`config.mk`:
```
export PLATFORM = sky130hd
export DESIGN_NAME = cpsl_top
export DESIGN_NICKNAME = d
export VERILOG_FILES = /design/src/cpsl_top.v /design/src/cpsl_motion.v /design/src/cpsl_window.v
export VERILOG_INCLUDE_DIRS = /design/src
export SDC_FILE = /design/constraint.sdc
export NUM_CORES = 1
export LEC_CHECK = 0
export BUFFER_PORTS_ARGS = -buffer_cell sky130_fd_sc_hd__buf_2
export CAP_MARGIN = 20
export CELL_PAD_IN_SITES_DETAIL_PLACEMENT = 1
export CELL_PAD_IN_SITES_GLOBAL_PLACEMENT = 2
export CORE_MARGIN = 1
export CORE_UTILIZATION = 36
export CTS_BUF_LIST = sky130_fd_sc_hd__clkbuf_4
export DETAILED_ROUTE_END_ITERATION = 8
export PLACE_DENSITY_LB_ADDON = 0.1
export SLEW_MARGIN = 10
export SYNTH_ARGS = -nofsm -noshare
export SYNTH_HDL_FRONTEND = slang
export SYNTH_SLANG_ARGS = --single-unit
```
`constraint.sdc`:
```
create_clock -name i_clk_sys -period 6 [get_ports i_clk_sys]
set_input_delay 0.9 -clock i_clk_sys [delete_from_list [all_inputs] [get_ports i_clk_sys]]
set_output_delay 0.9 -clock i_clk_sys [all_outputs]
set_load 0.01 [all_outputs]
```
`src/cpsl_consts.vh`:
```
// Constants for the cylinder position and switching-point logic
`ifndef CPSL_CONSTS_VH
`define CPSL_CONSTS_VH
// ****************************************
// Position codes
// ****************************************
`define CPSL_POS_SPAN 16'sd2500
`define CPSL_POS_SAT_HI 16'sd32760
`define CPSL_POS_SAT_LO -16'sd32760
`define CPSL_POS_WEAK 16'sd32764
// ****************************************
// Window and hysteresis
// ****************************************
`define CPSL_WIDTH_DEF 3'd2
`define CPSL_WIDTH_MIN 3'd1
`define CPSL_WIDTH_MAX 3'd5
`define CPSL_HALF_PER_MM 16'd50
`define CPSL_HYST_DEF 16'd20
// ****************************************
// Motion timing
// ****************************************
`define CPSL_CLK_HZ 25000000
`define CPSL_WIN_US 10000
`define CPSL_SPEED_UM_PER_S 25000
`define CPSL_UM_PER_DIGIT 10
`define CPSL_STILL_DIGITS 17'd2
// ****************************************
// AXI4-Lite register map (byte addresses)
// ****************************************
`define CPSL_REG_CTRL 8'h00
`define CPSL_REG_TEACH 8'h04
`define CPSL_REG_WIDTH 8'h08
`define CPSL_REG_HYST 8'h0c
`define CPSL_REG_POS 8'h10
`define CPSL_REG_STATUS 8'h14
`define CPSL_REG_PT0 8'h18
`define CPSL_REG_PT1 8'h1c
`define CPSL_REG_PT2 8'h20
`define CPSL_CTRL_DYN 0
`define CPSL_CTRL_INNER 1
`define CPSL_CTRL_LSTART 2
`define CPSL_CTRL_LFINISH 3
`define CPSL_RESP_OKAY 2'b00
`define CPSL_RESP_SLVERR 2'b10
`endif

```
`src/cpsl_top.v`:
```
// Position output, teach and switching logic with AXI4-Lite registers
`timescale 1ns/100ps
`include "cpsl_consts.vh"
module cpsl_top #(
   parameter WIN_CYCLES = `CPSL_CLK_HZ / 1000000 * `CPSL_WIN_US
) (
   input wire i_clk_sys, // System clock, 25 MHz
   input wire i_reset, // Synchronous reset, active high
   input wire i_ce, // Clock enable, freezes all state when low
   input wire signed [15:0] i_lin_pos, // Linearized position, digits
   input wire i_field_ok, // Field strength sufficient
   input wire [7:0] s_axi_awaddr, // Write address
   input wire s_axi_awvalid, // Write address valid
   output reg s_axi_awready, // Write address ready
   input wire [31:0] s_axi_wdata, // Write data
   input wire [3:0] s_axi_wstrb, // Write byte strobes
   input wire s_axi_wvalid, // Write data valid
   output reg s_axi_wready, // Write data ready
   output reg [1:0] s_axi_bresp, // Write response
   output reg s_axi_bvalid, // Write response valid
   input wire s_axi_bready, // Write response ready
   input wire [7:0] s_axi_araddr, // Read address
   input wire s_axi_arvalid, // Read address valid
   output reg s_axi_arready, // Read address ready
   output reg [31:0] s_axi_rdata, // Read data
   output reg [1:0] s_axi_rresp, // Read response
   output reg s_axi_rvalid, // Read data valid
   input wire s_axi_rready, // Read data ready
   output reg signed [15:0] o_pos_code, // Position code
   output wire o_switch_output_one, // Switching output one
   output wire o_switch_output_two, // Switching output two
   output wire o_switch_output_three // Switching output three
);
   localparam SPEED_DIGITS = `CPSL_SPEED_UM_PER_S / `CPSL_UM_PER_DIGIT * `CPSL_WIN_US / 1000000;

   function [16:0] absdiff;
      input signed [15:0] a;
      input signed [15:0] b;
      reg signed [16:0] d;
      begin
         d = {a[15], a} - {b[15], b};
         absdiff = d[16] ? (17'd0 - d) : d;
      end
   endfunction

   function [31:0] merge;
      input [31:0] old;
      input [31:0] nw;
      input [3:0] strb;
      integer k;
      begin
         merge = old;
         for (k = 0; k < 4; k = k + 1) begin
            if (strb[k]) begin
               merge[k*8 +: 8] = nw[k*8 +: 8];
            end
         end
      end
   endfunction

   // ****************************************
   // Registers and state
   // ****************************************
   reg dyn_mode;
   reg inner_grip;
   reg [2:0] width_mm;
   reg [15:0] hyst;
   reg learn_active;
   reg [1:0] lcnt;
   reg signed [15:0] lrn [0:2];
   reg signed [15:0] pt [0:2];
   reg [2:0] pt_def;
   reg [2:0] pt_dyn;
   reg pos_ok;
   reg [2:0] teach_req;
   reg lstart_req;
   reg lfinish_req;
   wire moving;
   wire still;
   wire signed [15:0] still_pos;
   wire [15:0] half = {13'h0, width_mm} * `CPSL_HALF_PER_MM;
   wire wr_go = s_axi_awvalid && s_axi_awready && s_axi_wvalid && s_axi_wready;
   wire [31:0] ctrl_rd = {30'h0, inner_grip, dyn_mode};
   wire [31:0] ctrl_new = merge(ctrl_rd, s_axi_wdata, s_axi_wstrb);
   wire [31:0] hyst_new = merge({16'h0, hyst}, s_axi_wdata, s_axi_wstrb);
   wire [2:0] sw_state = {o_switch_output_three, o_switch_output_two, o_switch_output_one};
   integer i;

   // ****************************************
   // Position code
   // ****************************************
   always @(posedge i_clk_sys) begin
      if (i_reset) begin
         o_pos_code <= 16'sh0;
         pos_ok <= 1'b0;
      end else if (i_ce) begin
         if (!i_field_ok) begin
            o_pos_code <= `CPSL_POS_WEAK;
            pos_ok <= 1'b0;
         end else if (i_lin_pos > `CPSL_POS_SPAN) begin
            o_pos_code <= `CPSL_POS_SAT_HI;
            pos_ok <= 1'b0;
         end else if (i_lin_pos < -`CPSL_POS_SPAN) begin
            o_pos_code <= `CPSL_POS_SAT_LO;
            pos_ok <= 1'b0;
         end else begin
            o_pos_code <= i_lin_pos;
            pos_ok <= 1'b1;
         end
      end
   end

   // ****************************************
   // Motion detection
   // ****************************************
   cpsl_motion #(
      .WIN_CYCLES(WIN_CYCLES),
      .SPEED_DIGITS(SPEED_DIGITS)
   ) u_motion (
      .i_clk_sys(i_clk_sys),
      .i_reset(i_reset),
      .i_ce(i_ce),
      .i_pos(o_pos_code),
      .i_pos_ok(pos_ok),
      .o_moving(moving),
      .o_still(still),
      .o_still_pos(still_pos)
   );

   // ****************************************
   // Teach, learning and tracking
   // ****************************************
   always @(posedge i_clk_sys) begin
      if (i_reset) begin
         learn_active <= 1'b0;
         lcnt <= 2'd0;
         pt_def <= 3'b000;
         pt_dyn <= 3'b000;
         for (i = 0; i < 3; i = i + 1) begin
            lrn[i] <= 16'sh0;
            pt[i] <= 16'sh0;
         end
      end else if (i_ce) begin
         if (lstart_req && dyn_mode) begin
            learn_active <= 1'b1;
            lcnt <= 2'd0;
         end else if (learn_active) begin
            // learning fed only by post-motion standstills
            if (still && lcnt < 2'd3 &&
                (lcnt < 2'd1 || absdiff(still_pos, lrn[0]) > {1'b0, half}) &&
                (lcnt < 2'd2 || absdiff(still_pos, lrn[1]) > {1'b0, half})) begin
               lrn[lcnt] <= still_pos;
               lcnt <= lcnt + 2'd1;
            end
            if (lfinish_req || lcnt == 2'd3) begin
               learn_active <= 1'b0;
               if (lcnt == 2'd2) begin
                  pt[0] <= (lrn[0] < lrn[1]) ? lrn[0] : lrn[1];
                  pt[1] <= (lrn[0] < lrn[1]) ? lrn[1] : lrn[0];
                  pt_def <= 3'b011;
                  pt_dyn <= 3'b011;
               end else if (lcnt == 2'd3) begin
                  pt[0] <= lrn[0];
                  if (absdiff(lrn[1], lrn[0]) < absdiff(lrn[2], lrn[0])) begin
                     pt[1] <= lrn[1];
                     pt[2] <= lrn[2];
                  end else begin
                     pt[1] <= lrn[2];
                     pt[2] <= lrn[1];
                  end
                  pt_def <= 3'b111;
                  pt_dyn <= 3'b111;
               end
            end
         end else begin
            for (i = 0; i < 3; i = i + 1) begin
               if (teach_req[i] && pos_ok) begin
                  pt[i] <= o_pos_code;
                  pt_def[i] <= 1'b1;
                  pt_dyn[i] <= 1'b0;
               end else if (still && dyn_mode && pt_dyn[i] && pt_def[i] &&
                            absdiff(still_pos, pt[i]) <= {1'b0, half}) begin
                  pt[i] <= still_pos;
               end
            end
         end
      end
   end

   // ****************************************
   // Switching outputs
   // ****************************************
   cpsl_window u_win0 (
      .i_clk_sys(i_clk_sys),
      .i_reset(i_reset),
      .i_ce(i_ce),
      .i_pos(o_pos_code),
      .i_pos_ok(pos_ok),
      .i_center(pt[0]),
      .i_defined(pt_def[0]),
      .i_half(half),
      .i_hyst(hyst),
      .o_on(o_switch_output_one)
   );
   cpsl_window u_win1 (
      .i_clk_sys(i_clk_sys),
      .i_reset(i_reset),
      .i_ce(i_ce),
      .i_pos(o_pos_code),
      .i_pos_ok(pos_ok),
      .i_center(pt[1]),
      .i_defined(pt_def[1]),
      .i_half(half),
      .i_hyst(hyst),
      .o_on(o_switch_output_two)
   );
   cpsl_window u_win2 (
      .i_clk_sys(i_clk_sys),
      .i_reset(i_reset),
      .i_ce(i_ce),
      .i_pos(o_pos_code),
      .i_pos_ok(pos_ok),
      .i_center(pt[2]),
      .i_defined(pt_def[2]),
      .i_half(half),
      .i_hyst(hyst),
      .o_on(o_switch_output_three)
   );

   // ****************************************
   // AXI4-Lite write path
   // ****************************************
   always @(posedge i_clk_sys) begin
      if (i_reset) begin
         s_axi_awready <= 1'b0;
         s_axi_wready <= 1'b0;
         s_axi_bvalid <= 1'b0;
         s_axi_bresp <= `CPSL_RESP_OKAY;
         dyn_mode <= 1'b0;
         inner_grip <= 1'b0;
         width_mm <= `CPSL_WIDTH_DEF;
         hyst <= `CPSL_HYST_DEF;
         teach_req <= 3'b000;
         lstart_req <= 1'b0;
         lfinish_req <= 1'b0;
      end else if (i_ce) begin
         teach_req <= 3'b000;
         lstart_req <= 1'b0;
         lfinish_req <= 1'b0;
         s_axi_awready <= 1'b0;
         s_axi_wready <= 1'b0;
         if (s_axi_bvalid && s_axi_bready) begin
            s_axi_bvalid <= 1'b0;
         end
         if (s_axi_awvalid && s_axi_wvalid && !s_axi_awready && !s_axi_bvalid) begin
            s_axi_awready <= 1'b1;
            s_axi_wready <= 1'b1;
         end
         if (wr_go) begin
            s_axi_bvalid <= 1'b1;
            s_axi_bresp <= `CPSL_RESP_OKAY;
            case (s_axi_awaddr)
               `CPSL_REG_CTRL: begin
                  dyn_mode <= ctrl_new[`CPSL_CTRL_DYN];
                  inner_grip <= ctrl_new[`CPSL_CTRL_INNER];
                  lstart_req <= s_axi_wstrb[0] & s_axi_wdata[`CPSL_CTRL_LSTART];
                  lfinish_req <= s_axi_wstrb[0] & s_axi_wdata[`CPSL_CTRL_LFINISH];
               end
               `CPSL_REG_TEACH: begin
                  teach_req <= s_axi_wdata[2:0] & {3{s_axi_wstrb[0]}};
               end
               `CPSL_REG_WIDTH: begin
                  if (s_axi_wstrb[0] && s_axi_wdata[7:0] >= {5'h0, `CPSL_WIDTH_MIN} &&
                      s_axi_wdata[7:0] <= {5'h0, `CPSL_WIDTH_MAX}) begin
                     width_mm <= s_axi_wdata[2:0];
                  end
               end
               `CPSL_REG_HYST: begin
                  hyst <= hyst_new[15:0];
               end
               `CPSL_REG_POS, `CPSL_REG_STATUS, `CPSL_REG_PT0, `CPSL_REG_PT1, `CPSL_REG_PT2: begin
                  s_axi_bresp <= `CPSL_RESP_OKAY;
               end
               default: begin
                  s_axi_bresp <= `CPSL_RESP_SLVERR;
               end
            endcase
         end
      end
   end

   // ****************************************
   // AXI4-Lite read path
   // ****************************************
   always @(posedge i_clk_sys) begin
      if (i_reset) begin
         s_axi_arready <= 1'b0;
         s_axi_rvalid <= 1'b0;
         s_axi_rdata <= 32'h0;
         s_axi_rresp <= `CPSL_RESP_OKAY;
      end else if (i_ce) begin
         s_axi_arready <= 1'b0;
         if (s_axi_rvalid && s_axi_rready) begin
            s_axi_rvalid <= 1'b0;
         end
         if (s_axi_arvalid && !s_axi_arready && !s_axi_rvalid) begin
            s_axi_arready <= 1'b1;
         end
         if (s_axi_arvalid && s_axi_arready) begin
            s_axi_rvalid <= 1'b1;
            s_axi_rresp <= `CPSL_RESP_OKAY;
            case (s_axi_araddr)
               `CPSL_REG_CTRL: s_axi_rdata <= ctrl_rd;
               `CPSL_REG_TEACH: s_axi_rdata <= 32'h0;
               `CPSL_REG_WIDTH: s_axi_rdata <= {29'h0, width_mm};
               `CPSL_REG_HYST: s_axi_rdata <= {16'h0, hyst};
               `CPSL_REG_POS: s_axi_rdata <= {{16{o_pos_code[15]}}, o_pos_code};
               `CPSL_REG_STATUS: begin
                  s_axi_rdata <= {23'h0, pos_ok, moving, lcnt, learn_active, pt_dyn[0], sw_state};
               end
               `CPSL_REG_PT0: s_axi_rdata <= {{16{pt[0][15]}}, pt[0]};
               `CPSL_REG_PT1: s_axi_rdata <= {{16{pt[1][15]}}, pt[1]};
               `CPSL_REG_PT2: s_axi_rdata <= {{16{pt[2][15]}}, pt[2]};
               default: begin
                  s_axi_rdata <= 32'h0;
                  s_axi_rresp <= `CPSL_RESP_SLVERR;
               end
            endcase
         end
      end
   end
endmodule // cpsl_top

```
`src/cpsl_motion.v`:
```
// Speed and standstill detector over fixed sample windows
`timescale 1ns/100ps
module cpsl_motion #(
   parameter WIN_CYCLES = 250000,
   parameter SPEED_DIGITS = 25
) (
   input wire i_clk_sys, // System clock
   input wire i_reset, // Synchronous reset, active high
   input wire i_ce, // Clock enable
   input wire signed [15:0] i_pos, // Position in digits
   input wire i_pos_ok, // Position is in range
   output reg o_moving, // Speed above threshold
   output reg o_still, // Standstill after motion, pulse
   output reg signed [15:0] o_still_pos // Standstill position
);
`include "cpsl_consts.vh"
   reg [31:0] cnt;
   reg signed [15:0] last;
   reg armed;
   wire signed [16:0] delta = {i_pos[15], i_pos} - {last[15], last};
   wire [16:0] mag = delta[16] ? (17'd0 - delta) : delta;
   always @(posedge i_clk_sys) begin
      if (i_reset) begin
         cnt <= 32'h0;
         last <= 16'sh0;
         armed <= 1'b0;
         o_moving <= 1'b0;
         o_still <= 1'b0;
         o_still_pos <= 16'sh0;
      end else if (i_ce) begin
         o_still <= 1'b0;
         if (cnt >= WIN_CYCLES - 1) begin
            cnt <= 32'h0;
            last <= i_pos;
            o_moving <= i_pos_ok && (mag > SPEED_DIGITS);
            if (i_pos_ok && mag > SPEED_DIGITS) begin
               armed <= 1'b1;
            end else if (armed && i_pos_ok && mag <= `CPSL_STILL_DIGITS) begin
               armed <= 1'b0;
               o_still <= 1'b1;
               o_still_pos <= i_pos;
            end
         end else begin
            cnt <= cnt + 32'h1;
         end
      end
   end
endmodule // cpsl_motion

```
`src/cpsl_window.v`:
```
// One switching output with window and hysteresis
`timescale 1ns/100ps
module cpsl_window (
   input wire i_clk_sys, // System clock
   input wire i_reset, // Synchronous reset, active high
   input wire i_ce, // Clock enable
   input wire signed [15:0] i_pos, // Position in digits
   input wire i_pos_ok, // Position is valid
   input wire signed [15:0] i_center, // Window centre
   input wire i_defined, // Point is defined
   input wire [15:0] i_half, // Half window width in digits
   input wire [15:0] i_hyst, // Hysteresis in digits
   output reg o_on // Switching state
);
   wire signed [16:0] d = {i_pos[15], i_pos} - {i_center[15], i_center};
   wire [16:0] mag = d[16] ? (17'd0 - d) : d;
   always @(posedge i_clk_sys) begin
      if (i_reset) begin
         o_on <= 1'b0;
      end else if (i_ce) begin
         if (!i_defined || !i_pos_ok) begin
            o_on <= 1'b0;
         end else if (mag <= {1'b0, i_half}) begin
            o_on <= 1'b1;
         end else if (mag > {1'b0, i_half} + {1'b0, i_hyst}) begin
            o_on <= 1'b0;
         end
      end
   end
endmodule // cpsl_window

```
==> run metrics, run 1 <==
worst-margin pin slew=0.907 ns; cts bufs inserted=74; Core Rows=100; CP max stage delay=0.75 ns; RSZ-0062 raised after global routing=true; global-route wire length before repair=185000 um; Worst Setup SP=u_motion.o_still_pos[7]; DRC=0; WP data required=6.50 ns; Synth Flop Type=dfxtp_1; mean post-synth cell area=8.03 um2; Via density=6.08; Final Cycle Share=96.5%; max_cap viols=0; die area=76500 um2; Ports=137; leakage power=0.0134 uW; FFs w/ async S/R, synth=0%; GP Congestion=0.996; Num Clock Sinks=241; Place WS=-0.311 ns; DR WL/cell=26.9 um; Fmax achieved=0.173 GHz; Gate Count Post-Synth=3381; CP Max Fanout=8; hold path depth=3; relative slew slack=39.4%; Root Driver=clkbuf_4; router iterations before antenna repair=7; top cells by area, synth=ha_1 (16%), dfxtp_1 (11%), edfxtp_1 (11%); critical path depth in cells=23; Clock Pin Slew Worst Setup and Hold Paths=0.06 ns; synth cell count leaders=nor2_1 (344), ha_1 (338), a21oi_1 (224), inv_1 (212), nand2_1 (210); Hold WC Path Type=input pin to register; fin nets=4088; Seq/Total Area, Yosys=21.3%; DP HPWL=102000 um; Startpoint Class=register; Cell Chain, Critical Path=ha_1 > and3_1 > a221oi_1 > o21ai_1 > a31o_2 > nand2b_1 > a41oi_1 > nor2_1 > xnor2_1 > ha_1 > nor2b_1 > o21a_1 > o21a_1 > o21a_1 > o21a_1 > o21a_1 > o21ai_0 > a21oi_1 > or4_4 > nor2_4 > nand4_4 > buf_4 > mux2i_1; power density cells=191 nW/um2; synth warn=0; RR Startpoint=u_motion.o_still_pos[7]; overall die height=277 um; Inst Count DP=4541; Cell variety after synth=100; Post-synth EDFFs=96; Reg2Reg Depth=23; Crit-path slowest cell=dfxtp_1; total global routing overflow=0; worst path buffer plus inverter count=1; setup ws final=0.210 ns; Critical R2R Capture=pt[1][14]; fin cells=4697; largest net degree at the start of global routing=51; initial antenna violation count=5; Final min period=5.79 ns; clock buffer depth=3; Max Slew Vio Count=0; worst setup path endpoint=pt[1][14]; cell with the most instances after synthesis=nor2_1; synthesis-stage register bit count=241; CP Capture Type=register; via count=28535; Synth top area share=15.6%; outcome=finished, final reports clean; CP Data Arrival Time=6.29 ns; vias in the first global route=28949; Final Total Pwr=5970 uW; ANT nets after route=0; final clock skew=0.0899 ns; Initial Util=36.4%; final wirelength=126000 um; Crit Path Class=register to register; hold_ws=0.312 ns; Die Wd=277 um; synthesized cell area=27100 um2; clk_lat worst skew=0.86 ns; Iter 0 DRT Violations=2172; layout cells sized above 1=15.0%; area leader, netlist=ha_1; port bufs=116; Core ar.=74600 um2; GRT Total Usage=32.0%; peak supply drop=0.000104 V; Synth-to-Final Area Change=15.5%; CP most frequent cell=o21a_1; final-layout fill cell count=9054; setup TNS=0 ns; endpoints failing setup=0; H-tree Lvls=3; Hold Fails Final Rpt=0; Worst R2R Setup Slack=0.21 ns; delay-heaviest family, CP=compound AO/OA/AOI/OAI gates; CTS tree=built
[placed cells by master (no fill, tap or decap), types with 73 or more instances in the layout]
cell type  count
clkbuf_4     107
ha_1         337
edfxtp_1      96
nand3_1       73
buf_4        199
nor2_1       342
mux2i_1       92
xnor2_1      159
a21oi_1      219
inv_1        210
a22oi_1       74
o21ai_0      147
xor2_1       100
dfxtp_1      143
nand2_1      208
buf_2        115
a21o_1        76
[registers in the layout, indices dropped and copies added, names as in the netlist, 2 cells and up]
signal	count
u_motion.o_still_pos	16
teach_req	3
pt_dyn	3
width_mm	3
pt_def	3
lcnt	2
pt	48
s_axi_rdata	17
hyst	16
u_motion.last	16
u_motion.cnt	32
o_pos_code	16
lrn	48
[per-stage QoR]
step / utilization (%) / area (um2)
6_report: 42.0 / 31400
5_1_grt: 42.0 / 31300
4_1_cts: 41.6 / 31000
3_5_place_dp: 40.2 / 29900
3_3_place_gp: 40.2 / 29900
2_1_floorplan: - / 27200
[how the worst min path moves through the flow]
| stage | from | endpoint |
|---|---|---|
| final | s_axi_wdata[13] | hyst[13] |
| after detailed placement | u_motion.o_moving | u_motion.o_moving |
| after CTS | s_axi_wdata[13] | hyst[13] |
| after global placement | u_motion.cnt[17] | u_motion.cnt[17] |
| after floorplan | u_motion.cnt[17] | u_motion.cnt[17] |
| after global routing | s_axi_wdata[8] | hyst[8] |
[routing by layer]
metal	vias up	global-route usage [%]	share of wire, %
li1	13112	-	-
met1	14107	40.7	43
met2	1004	51.2	45
met3	308	5.51	6.6
met4	4	18.3	5.8
met5	-	0	0.021
[kinds of logic after synthesis]
logic type | after synthesis | share of synthesized area, %
XOR/XNOR | 261 | 8.42
adder cells (fa/ha/maj) | 350 | 16.5
AND/OR/NAND/NOR | 1142 | 21.2
flip-flops | 241 | 21.3
buffers and inverters | 332 | 4.99
AO/OA/AOI/OAI | 948 | 23.6
other | 1 | 0.0138
multiplexers | 106 | 3.97
[layout make-up]
| cell class | count | area, um2 | share of cell area, % |
|---|---|---|---|
| well taps | 969 | 1210 | 3.87 |
| inverters | 213 | 800 | 2.55 |
| repair buffers | 322 | 2230 | 7.12 |
| multi-input cells | 2809 | 20300 | 64.9 |
| diodes | 7 | 17.5 | 0.0559 |
| flip-flops and latches | 241 | 5790 | 18.5 |
| clock buffers | 107 | 803 | 2.56 |
| clock inverters | 29 | 155 | 0.495 |
[power by group]
group	switching, uW	internal [uW]
registers	64.0	1740
logic	1460	992
clock network	854	868
[worst reg2reg max path, stage by stage (launching register included)]
cell and delay [ns]:
dfxtp_1 0.75, ha_1 0.42, and3_1 0.25, a221oi_1 0.28
o21ai_1 0.15, a31o_2 0.31, nand2b_1 0.10, a41oi_1 0.17
nor2_1 0.15, xnor2_1 0.16, ha_1 0.28, nor2b_1 0.14
o21a_1 0.16, o21a_1 0.17, o21a_1 0.17, o21a_1 0.16
o21a_1 0.16, o21ai_0 0.15, a21oi_1 0.09, or4_4 0.43
nor2_4 0.14, nand4_4 0.26, buf_4 0.30, mux2i_1 0.14
[timing repair]
action / CTS / global route
resized for setup: 19 / 60
pin swaps: 6 / 19
hold buffers: 0 / 0
setup endpoints to repair: 34 / 192
buffers inserted: 1 / 10
gates cloned: 1 / 0
(Power assumes the default switching activity.)
==> inputs of run 2 (changes only) <==
--- a/config.mk
+++ b/config.mk
@@ -10,11 +10,11 @@
 export CAP_MARGIN = 20
 export CELL_PAD_IN_SITES_DETAIL_PLACEMENT = 1
 export CELL_PAD_IN_SITES_GLOBAL_PLACEMENT = 2
-export CORE_MARGIN = 1
+export CORE_MARGIN = 2
 export CORE_UTILIZATION = 36
 export CTS_BUF_LIST = sky130_fd_sc_hd__clkbuf_4
 export DETAILED_ROUTE_END_ITERATION = 8
-export PLACE_DENSITY_LB_ADDON = 0.1
+export PLACE_DENSITY_LB_ADDON = 0.25
 export SLEW_MARGIN = 10
 export SYNTH_ARGS = -nofsm -noshare
 export SYNTH_HDL_FRONTEND = slang
==> run 2 against run 1 <==
Against the previous run:
- sequential share of layout area about the same
- worst hold slack gained 0.031 ns
- critical path depth increased by 2
- cell area barely moved
- via count down 1.7%
- maximum frequency up 0.21%
- clock power down 5%
- highest routed layer is now met4
==> run metrics, run 2 (synthesis gave the netlist of run 1 again) <==
overall die height=279 um; port bufs=116; max_cap viols=0; global-route wire length before repair=181000 um; layout cells sized above 1=15.2%; CP Capture Type=register; leakage power=0.0134 uW; Crit Path Class=register to register; vias in the first global route=28791; fin nets=4096; CP Data Arrival Time=6.31 ns; cts bufs inserted=73; setup TNS=0 ns; CTS tree=built; endpoints failing setup=0; clock buffer depth=3; Inst Count DP=4548; RSZ-0062 raised after global routing=true; initial antenna violation count=6; Clock Pin Slew Worst Setup and Hold Paths=0.07 ns; final wirelength=122000 um; Fmax achieved=0.173 GHz; Hold Fails Final Rpt=0; Max Slew Vio Count=0; Startpoint Class=register; largest net degree at the start of global routing=73; register share of total power=30.7%; Via density=5.98; Sw Share=39.7%; worst-margin pin slew=1.08 ns; Die Wd=279 um; clk_lat worst skew=0.81 ns; P_sw=2330 uW; H-tree Lvls=3; Clock power frac=28.0%; final clock skew=0.0529 ns; Core ar.=74600 um2; GP Congestion=0.967; fin cells=4693; total global routing overflow=0; final core utilization=42.0%; Comb power frac=41.4%; router iterations before antenna repair=9; Final Cycle Share=96.3%; DP HPWL=98700 um; via count=28061; GRT Total Usage=30.6%; CP Max Fanout=33; peak supply drop=0.0000934 V; leading cell type in the layout, fill and taps excluded=nor2_1; WP data required=6.53 ns; Initial Util=36.4%; final-layout fill cell count=9068; Ports=137; most frequent cells in the layout=nor2_1 (342), ha_1 (336), a21oi_1 (223); Root Driver=clkbuf_4; Worst R2R Setup Slack=0.22 ns; largest registers=lrn: 48 flops, pt: 48 flops, u_motion.cnt: 32 flops; relative slew slack=27.4%; DRC=0; Final min period=5.78 ns; outcome=finished, final reports clean; Num Clock Sinks=241; Pint=3530 uW; Core Rows=100; Hold WC Path Type=input pin to register; Place WS=-0.254 ns; Iter 0 DRT Violations=1913; power density cells=187 nW/um2; DR WL/cell=26.1 um; setup ws final=0.222 ns; die area=77600 um2; cts hold-fix bufs=0; ANT nets after route=0; Synth-to-Final Area Change=15.5%
==> run 2: changes by cell type in the layout (fill, tap and decap cells not counted), moves of 3 or more <==
| cell | delta |
|---|---|
| a21oi_1 | +4 |
| a21oi_2 | -3 |
| buf_4 | +5 |
| clkbuf_4 | -9 |
| diode_2 | -4 |
==> run 2: layout make-up <==
class | instances | area (um2) | area share [%]
multi-input cells | 2809 | 20300 | 64.8
clock buffers | 98 | 736 | 2.35
flip-flops and latches | 241 | 5790 | 18.5
clock inverters | 29 | 158 | 0.503
diodes | 3 | 7.51 | 0.0239
repair buffers | 331 | 2320 | 7.41
well taps | 969 | 1210 | 3.87
inverters | 213 | 803 | 2.56
==> run 2: timing repair <==
action,in CTS,in global routing
pin swaps,5,24
gates cloned,0,0
setup buffers,6,8
setup endpoints to repair,72,197
resized for setup,15,69
==> run 2: worst max-delay path, stage by stage, from the launching register on <==
cell and delay, ns:
edfxtp_1 0.45, buf_4 0.17, fa_2 0.37, nor2b_2 0.13, o21ai_2 0.07, a21boi_2 0.19
nor2_1 0.08, or3_1 0.38, or3_4 0.38, or4_4 0.42, or3_4 0.37, nand2_2 0.10
xor2_2 0.07, ha_1 0.33, and3_1 0.18, o2111ai_1 0.12, a31o_2 0.23, a31oi_1 0.14
a21oi_1 0.09, buf_4 0.17, nor2_2 0.14, buf_12 0.21, nor2_2 0.07, buf_6 0.15
a222oi_1 0.35, mux2i_1 0.16
==> run 2: worst paths after layout <==
path,start,end,cells after the start
max reg2reg,lrn[0][1],pt[1][14],25
max,lrn[0][1],pt[1][14],25
min reg2reg,s_axi_bvalid,s_axi_bvalid,2
min,s_axi_wdata[15],hyst[15],3
==> run 2: metal layers <==
metal / share of wire (%) / global-route usage (%) / routed length, um
met5: 0 / 0 / 0
met2: 47 / 51.7 / 57100
met4: 4.7 / 13.1 / 5780
met1: 43 / 39.1 / 52900
met3: 5.3 / 4.20 / 6510
==> run 2: power by group through the flow <==
stage | Clock, uW | Sequential, uW | Combinational, uW
2_1_floorplan | 0 | 1810 | 1540
3_3_place_gp | 0 | 1830 | 2230
3_5_place_dp | 0 | 1830 | 2320
4_1_cts | 1670 | 1790 | 2350
5_1_grt | 1760 | 1800 | 2670
6_report | 1640 | 1800 | 2420
==> run 2: per-stage QoR <==
stage	power, uW	instance area [um2]	hold slack, ns
6_report	5860	31300	0.343
5_1_grt	6230	31300	0.320
4_1_cts	5810	31000	0.269
3_5_place_dp	4150	30000	0.468
3_3_place_gp	4060	30000	0.453
2_1_floorplan	3350	27200	0.440
